[src/verilog/mdsc_pkg.sv]
// Functional notes
// - Chip select high puts the serial data output in high impedance.
// - Chained output only when the chain enable configuration bit is set.
// - Chained: own frame, one don't-care bit, then the chain input bits.
// - Frame is 24 status bits plus eight channels times 16 or 24 bits.
// - Data-rate selection field sets the sample resolution in the frame.
// - In a chain only device 0 returns registers; others return data only.
// - Shared chip select: every write reaches all chained devices alike.
// - Chained: internal oscillator output stays off; host supplies clock.
// - Start rise to data-ready fall is a fixed count per data rate.
// - Clock master runs oscillator on select pin high, drives it if enabled.
// - With start pin low, the start command begins and syncs conversions.
package mdsc_pkg;

	// ----------------------------------------
	// Frame layout
	// ----------------------------------------
	localparam int unsigned STATUS_BITS = 24;
	localparam int unsigned NUM_CHAN = 8;
	localparam int unsigned RES_LO = 16;
	localparam int unsigned RES_HI = 24;
	localparam int unsigned FRAME_W = STATUS_BITS + NUM_CHAN * RES_HI;
	localparam logic [7:0] FRAME_LEN_LO = 8'(STATUS_BITS + NUM_CHAN * RES_LO);
	localparam logic [7:0] FRAME_LEN_HI = 8'(FRAME_W);
	localparam logic [2:0] RES_LO_MAX_DR = 3'h1;
	localparam int unsigned BUF_DEPTH = 2;

	// ----------------------------------------
	// Serial commands and counters
	// ----------------------------------------
	localparam logic [7:0] CMD_START = 8'h08;
	localparam logic [2:0] CMD_LAST_BIT = 3'h7;
	localparam logic [8:0] BIT_CNT_MAX = 9'h1ff;

	// ----------------------------------------
	// Timing
	// ----------------------------------------
	localparam int unsigned CLK_HZ = 40_000_000;
	localparam int unsigned FASTEST_RATE_HZ = 64_000;
	localparam int unsigned BASE_PERIOD_CYC = CLK_HZ / FASTEST_RATE_HZ;
	localparam int unsigned TMR_W = 17;

	typedef enum logic {
		ST_IDLE = 1'b0,
		ST_RUN = 1'b1
	} mdsc_state_t;

endpackage

[src/verilog/mdsc_serial_chain.sv]
`timescale 1ns/1ps
module mdsc_serial_chain
	import mdsc_pkg::*;
#(
	parameter int unsigned BASE_PERIOD = BASE_PERIOD_CYC
) (
	// Clock and reset
	input wire logic clk_i,
	input wire logic sys_rst_i,
	// Serial pins
	input wire logic cs_n_i,
	input wire logic sclk_i,
	input wire logic din_i,
	input wire logic chain_in_i,
	output logic dout_o,
	output logic dout_oe_o,
	// Conversion control pins
	input wire logic start_pin_i,
	output logic data_ready_n_o,
	// Clock source pins
	input wire logic clock_source_select_pin_i,
	output logic osc_run_o,
	output logic clk_out_oe_o,
	// Configuration bits
	input wire logic chain_enable_i,
	input wire logic clk_out_enable_i,
	input wire logic [2:0] data_rate_select_i,
	// Conversion frames from the converter core
	input wire logic frame_valid_i,
	output logic frame_ready_o,
	input wire logic [FRAME_W-1:0] frame_data_i
);

	// ----------------------------------------
	// Pin synchronisers
	// ----------------------------------------
	logic [5:0] meta_q;
	logic [5:0] sync_q;
	logic [1:0] sclk_hist_q;
	logic start_prev_q;

	always_ff @(posedge clk_i or posedge sys_rst_i) begin
		if (sys_rst_i) begin
			meta_q <= 6'h01;
			sync_q <= 6'h01;
		end else begin
			meta_q <= {clock_source_select_pin_i, start_pin_i, chain_in_i,
				din_i, sclk_i, cs_n_i};
			sync_q <= meta_q;
		end
	end

	wire cs_n_s = sync_q[0];
	wire sclk_s = sync_q[1];
	wire din_s = sync_q[2];
	wire chain_s = sync_q[3];
	wire start_s = sync_q[4];
	wire clk_sel_s = sync_q[5];

	always_ff @(posedge clk_i or posedge sys_rst_i) begin
		if (sys_rst_i) begin
			sclk_hist_q <= 2'h0;
			start_prev_q <= 1'b0;
		end else begin
			sclk_hist_q <= {sclk_hist_q[0], sclk_s};
			start_prev_q <= start_s;
		end
	end

	wire sclk_rise = (sclk_hist_q == 2'h1) && !cs_n_s;
	wire sclk_fall = (sclk_hist_q == 2'h2) && !cs_n_s;
	wire start_rise = start_s && !start_prev_q;
	wire start_fall = !start_s && start_prev_q;

	// ----------------------------------------
	// Command decode on shared input
	// ----------------------------------------
	logic [2:0] cmd_cnt_q;
	logic [7:0] cmd_sh_q;
	logic cmd_hit_q;
	wire [7:0] cmd_next = {cmd_sh_q[6:0], din_s};
	wire cmd_byte_done = sclk_fall && (cmd_cnt_q == CMD_LAST_BIT);

	always_ff @(posedge clk_i or posedge sys_rst_i) begin
		if (sys_rst_i) begin
			cmd_cnt_q <= 3'h0;
			cmd_sh_q <= 8'h00;
			cmd_hit_q <= 1'b0;
		end else begin
			cmd_cnt_q <= cs_n_s ? 3'h0 : (sclk_fall ? 3'(cmd_cnt_q + 1'b1) : cmd_cnt_q);
			cmd_sh_q <= sclk_fall ? cmd_next : cmd_sh_q;
			cmd_hit_q <= cmd_byte_done && (cmd_next == CMD_START);
		end
	end

	// ----------------------------------------
	// Conversion timing
	// ----------------------------------------
	mdsc_state_t state_q;
	logic [TMR_W-1:0] tmr_q;
	logic pend_q;
	wire sync_start = start_rise || (cmd_hit_q && !start_s);
	wire [TMR_W-1:0] period = TMR_W'(BASE_PERIOD << data_rate_select_i);
	wire conv_tick = (state_q == ST_RUN) && (tmr_q == TMR_W'(period - 1));

	always_ff @(posedge clk_i or posedge sys_rst_i) begin
		if (sys_rst_i) begin
			state_q <= ST_IDLE;
			tmr_q <= '0;
		end else begin
			unique case (state_q)
				ST_IDLE: begin
					state_q <= sync_start ? ST_RUN : ST_IDLE;
				end
				ST_RUN: begin
					state_q <= (start_fall && !sync_start) ? ST_IDLE : ST_RUN;
				end
			endcase
			// Restart aligns all devices started together
			tmr_q <= (sync_start || conv_tick || state_q == ST_IDLE) ? '0
				: TMR_W'(tmr_q + 1'b1);
		end
	end

	// ----------------------------------------
	// Frame buffer and shifter
	// ----------------------------------------
	logic buf_valid;
	logic [FRAME_W-1:0] buf_data;
	wire load = pend_q && buf_valid && cs_n_s;

	mdsc_frame_buf u_buf (
		.clk_i(clk_i),
		.sys_rst_i(sys_rst_i),
		.in_valid_i(frame_valid_i),
		.in_ready_o(frame_ready_o),
		.in_data_i(frame_data_i),
		.out_valid_o(buf_valid),
		.out_ready_i(load),
		.out_data_o(buf_data)
	);

	logic [FRAME_W-1:0] fr_q;
	logic [7:0] len_q;
	logic [8:0] bit_cnt_q;
	logic chain_dly_q;
	logic dout_q;
	logic data_ready_n_n_q;

	wire res_lo = (data_rate_select_i <= RES_LO_MAX_DR);
	wire [7:0] len_d = load ? (res_lo ? FRAME_LEN_LO : FRAME_LEN_HI)
		: len_q;
	// Only conversion frames travel down the chain
	wire fwd_bit = chain_enable_i ? chain_dly_q : 1'b0;
	wire [FRAME_W-1:0] fr_d = load ? buf_data
		: (sclk_rise ? {fr_q[FRAME_W-2:0], fwd_bit} : fr_q);
	wire [7:0] top_idx = 8'(len_d - 1'b1);

	always_ff @(posedge clk_i or posedge sys_rst_i) begin
		if (sys_rst_i) begin
			pend_q <= 1'b0;
			fr_q <= '0;
			len_q <= FRAME_LEN_HI;
			bit_cnt_q <= 9'h000;
			chain_dly_q <= 1'b0;
			dout_q <= 1'b0;
			data_ready_n_n_q <= 1'b1;
		end else begin
			// Stopped runs drop a stale conversion, keeping restart aligned
			pend_q <= conv_tick || (pend_q && !load && state_q == ST_RUN);
			fr_q <= fr_d;
			len_q <= len_d;
			if (load) begin
				bit_cnt_q <= 9'h000;
			end else if (sclk_rise && bit_cnt_q != BIT_CNT_MAX) begin
				bit_cnt_q <= 9'(bit_cnt_q + 1'b1);
			end
			// Sampled on the shift edge; zero is the separating bit
			chain_dly_q <= load ? 1'b0 : (sclk_rise ? chain_s : chain_dly_q);
			dout_q <= fr_d[top_idx];
			data_ready_n_n_q <= load ? 1'b0 : (sclk_rise ? 1'b1 : data_ready_n_n_q);
		end
	end

	// ----------------------------------------
	// Outputs
	// ----------------------------------------
	assign dout_o = dout_q;
	assign dout_oe_o = !cs_n_s;
	assign data_ready_n_o = data_ready_n_n_q;
	assign osc_run_o = clk_sel_s;
	assign clk_out_oe_o = clk_sel_s && clk_out_enable_i
		&& !chain_enable_i;

	// ----------------------------------------
	// Checks
	// ----------------------------------------
	logic [TMR_W:0] since_q;
	always_ff @(posedge clk_i or posedge sys_rst_i) begin
		if (sys_rst_i) begin
			since_q <= '0;
		end else begin
			since_q <= sync_start ? '0 : (TMR_W+1)'(since_q + 1'b1);
		end
	end
endmodule // mdsc_serial_chain

[src/verilog/mdsc_frame_buf.sv]
`timescale 1ns/1ps
module mdsc_frame_buf
	import mdsc_pkg::*;
#(
	parameter int unsigned W = FRAME_W,
	parameter int unsigned DEPTH = BUF_DEPTH
) (
	// Clock and reset
	input wire logic clk_i,
	input wire logic sys_rst_i,
	// Fill side
	input wire logic in_valid_i,
	output logic in_ready_o,
	input wire logic [W-1:0] in_data_i,
	// Drain side
	output logic out_valid_o,
	input wire logic out_ready_i,
	output logic [W-1:0] out_data_o
);

	localparam int unsigned PW = $clog2(DEPTH);

	logic [W-1:0] mem_q [DEPTH];
	logic [PW-1:0] wr_q;
	logic [PW-1:0] rd_q;
	logic [PW:0] cnt_q;
	wire push = in_valid_i && in_ready_o;
	wire pop = out_valid_o && out_ready_i;

	assign in_ready_o = (cnt_q != (PW+1)'(DEPTH));
	assign out_valid_o = (cnt_q != '0);
	assign out_data_o = mem_q[rd_q];

	always_ff @(posedge clk_i) begin
		if (push) begin
			mem_q[wr_q] <= in_data_i;
		end
	end

	always_ff @(posedge clk_i or posedge sys_rst_i) begin
		if (sys_rst_i) begin
			wr_q <= '0;
			rd_q <= '0;
			cnt_q <= '0;
		end else begin
			wr_q <= push ? PW'(wr_q + 1'b1) : wr_q;
			rd_q <= pop ? PW'(rd_q + 1'b1) : rd_q;
			cnt_q <= (PW+1)'(cnt_q + push - pop);
		end
	end
endmodule // mdsc_frame_buf

[config.mk]
export PLATFORM = sky130hd
export DESIGN_NAME = mdsc_serial_chain
export DESIGN_NICKNAME = d
export VERILOG_FILES = /design/src/verilog/mdsc_pkg.sv /design/src/verilog/mdsc_serial_chain.sv /design/src/verilog/mdsc_frame_buf.sv
export SDC_FILE = /design/constraint.sdc
export NUM_CORES = 1
export LEC_CHECK = 0
export BUFFER_PORTS_ARGS = -buffer_cell sky130_fd_sc_hd__buf_4
export CORE_ASPECT_RATIO = 1.75
export CORE_MARGIN = 2
export CORE_UTILIZATION = 57
export CTS_CLUSTER_DIAMETER = 30
export DETAILED_ROUTE_END_ITERATION = 8
export GPL_TIMING_DRIVEN = 0
export PLACE_DENSITY_LB_ADDON = 0.08
export SLEW_MARGIN = 0
export SYNTH_ARGS = -nofsm -noshare
export SYNTH_HDL_FRONTEND = slang
export SYNTH_SLANG_ARGS = --single-unit
[constraint.sdc]
create_clock -name clk_i -period 14.58 [get_ports clk_i]
set_input_delay 0 -clock clk_i [delete_from_list [all_inputs] [get_ports clk_i]]
set_output_delay 0 -clock clk_i [all_outputs]
set_load 0.01 [all_outputs]
==> reports/results.tsv <==
metric	value	unit
end_kind	flip-flop	
grt_usage	47.8	%
drive_gt1_share	17.8	%
fillers	3227	
finalSetupViolations	0	
boundaryPins	236	
cts_buffer_depth	3	
gp_congestion	1.08	
ys_async_sr_fraction	39.0	%
ys_seq_area_share	65.4	%
io_buffers	235	
fp.dieH	310	um
drt_pass1_iterations	8	
dpl.cell_count	3338	
synth_warnings	0	
fin_cells	3759	
grt_overflow	0	
syn_area_per_cell	12.6	um^2
drt-initial-drc-count	3138	
pre_cts_slack	6.17	ns
start_util	57.4	%
layout_setup_ws	5.47	ns
hold_violations	3	
ys_types	70	
grt_first_pass_wirelength	181	mm
hold_ws	-0.00544	ns
die_w	179	um
critPathRequiredTime	15.09	ns
postRouteAntennaNets	0	
hold_class	in2async	
clk_pin_slew	0.07	ns
path_cells	o211ai_2, clkbuf_1, clkbuf_1, clkbuf_1, clkbuf_1, clkbuf_1, nand2_1, ha_1, clkbuf_1, buf_2, clkbuf_1, clkbuf_1, nor3_1, nor3_1, o31ai_1, o2bb2ai_1, o41ai_1	
clock_latency	0.70	ns
core_area	53000	um^2
synth-edff-count	432	
crit_family	buffers and inverters	
critPathMaxFanout	10	
syn-cell-area	30400	um^2
dpl_cell_area	33300	um^2
grt_pass1_vias	26200	
p_per_area	147	nW/um^2
area_growth	28.7	%
syn_inst	2407	
slowest_delay	0.87	ns
wirelength	131	mm
post-cts-setup-buffers	0	
worst_pin_slew	1.48	ns
slew_headroom	0.901	%
worst-setup-path-type	reg2reg	
crit_buf_inv	9	
fin_tns_setup	0	ns
worst_path_max_delay_cell	clkbuf_1	
timing.final.max_slew_violations	0	
antenna_found_initial	9	
ctsRootBufferMaster	clkbuf_16	
stdcell_area	39100	um^2
start_kind	flip-flop	
grt_start_max_net_pins	103	
layout_common_cells	432 x edfxtp_1, 274 x nand2_1, 269 x dfrtp_1	
cpMostUsedCell	clkbuf_1	
synth-main-ff-cell	edfxtp_1	
period_needed	9.11	ns
dp_hpwl	85.4	mm
final_common_cell	edfxtp_1	
status	finished with violations	
cts_max_level	3	
rows	112	
arrival	9.62	ns
vias	25500	
peakVddDrop	0.161	mV
rsz0062_at_grt	no	
finClkSkew	0.0245	ns
cts_made_buffers	99	
synth_seq_cells	708	
drc	0	
wl_per_cell	34.9	um
violations	negative hold slack, max-capacitance violations	
die-area	55300	um^2
vias_per_cell	6.77	
maxCapViolations	1	
cts_tree	done	
timing.final.crit_share	62.5	%
max_clock_freq	110	MHz
synth_nets	2650	
leakagePower	15.0	nW
clock_sinks	708	
nets	3230	
==> power by group <==
part	internal (mW)	total, mW	switching (mW)
Clock	1.46	2.54	1.08
Combinational	0.213	0.607	0.393
Sequential	2.49	2.60	0.107
Total	4.16	5.74	1.58
==> final timing paths <==
kind | startpoint | end | slack, ns | cells past startpoint
worst max-delay path | u_buf.cnt_q[0]$_DFF_PP0_ | dout_o$_DFF_PP0_ | 5.47 | 17
worst min-delay path | sys_rst_i | tmr_q[8]$_DFF_PP0_ | -0.005 | 3
worst max register to register | u_buf.cnt_q[0]$_DFF_PP0_ | dout_o$_DFF_PP0_ | 5.47 | 17
worst min register to register | meta_q[5]$_DFF_PP0_ | sync_q[5]$_DFF_PP0_ | 0.35 | 0
max in group asynchronous | sys_rst_i | fr_q[42]$_DFF_PP0_ | 13.09 | 5
min in group clk_i | frame_data_i[60] | u_buf.mem_q[0][60]$_DFFE_PP_ | 0.02 | 2
==> layout make-up <==
class	instances	area [um^2]	share of cell area [%]
antenna	4	10.0	0.0256
buffer	181	842	2.15
clock buffer	106	2620	6.70
clock inverter	79	858	2.19
inverter	17	71.3	0.182
multi-input combinational	1501	9630	24.6
sequential	708	19900	50.8
tap	684	856	2.19
timing repair buffer	479	4360	11.1
==> cell families (layout without fill, tap and decap cells) <==
family / after synthesis / in the layout / synth area share (%)
compound gates: 673 / 673 / 14.1
fa+ha+maj: 13 / 13 / 0.535
simple gates: 585 / 585 / 9.15
mux: 189 / 189 / 6.61
buf+inv: 198 / 862 / 2.98
xor+xnor: 41 / 41 / 1.18
flops: 708 / 708 / 65.4
other cells: 0 / 4 / 0
==> per-layer routing <==
layer	up-vias	global-route usage (%)	wire (um)
li1	10200	-	-
met1	12500	47.3	39100
met2	2068	78.1	63300
met3	704	13.0	11800
met4	2	48.6	16800
met5	-	0	13
==> timing repair <==
item	in CTS	in global routing
resized for setup	0	0
endpoints found under the hold margin	554	0
hold buffers	231	0
==> state kept, by name, indices dropped and copies added (netlist names), 2 cells and up <==
name,cells
cmd_sh_q,7
u_buf.cnt_q,2
sclk_hist_q,2
sync_q,6
cmd_cnt_q,3
fr_q,216
len_q,8
u_buf.mem_q,432
tmr_q,17
meta_q,6
==> through the flow <==
step	util [%]	power (mW)	hold slack, ns
after floorplan	-	2.93	0.00448
after global placement	62.3	3.19	0.109
after detailed placement	62.9	3.13	0.110
after CTS	73.8	5.65	0.0298
after global routing	73.9	5.85	0.0224
final	73.9	5.74	-0.00544
==> cell usage after synthesis (16+ instances only) <==
cell / number / area share [%]
a211oi_1: 141 / 3.5
a21oi_1: 212 / 3.5
a22oi_1: 78 / 1.9
a31oi_1: 89 / 1.8
and3_1: 16 / 0.33
buf_1: 18 / 0.22
buf_2: 58 / 0.95
buf_4: 16 / 0.40
clkbuf_1: 85 / 1.0
dfrtp_1: 269 / 22
edfxtp_1: 432 / 43
inv_1: 16 / 0.20
mux2i_1: 166 / 5.5
nand2_1: 274 / 3.4
nand3_1: 28 / 0.46
nor2_1: 66 / 0.81
nor2b_1: 139 / 2.9
nor3_1: 16 / 0.26
o21ai_0: 74 / 1.2
xnor2_1: 23 / 0.66
xor2_1: 18 / 0.52
==> worst reg2reg max path: stages, from the launching register on <==
cell	delay, ns
dfrtp_1	0.42
o211ai_2	0.32
clkbuf_1	0.85
clkbuf_1	0.52
clkbuf_1	0.67
clkbuf_1	0.66
clkbuf_1	0.61
nand2_1	0.18
ha_1	0.33
clkbuf_1	0.52
buf_2	0.40
clkbuf_1	0.88
clkbuf_1	0.82
nor3_1	0.27
nor3_1	0.33
o31ai_1	0.16
o2bb2ai_1	0.26
o41ai_1	0.73
Power figures use the tool's default switching activity.
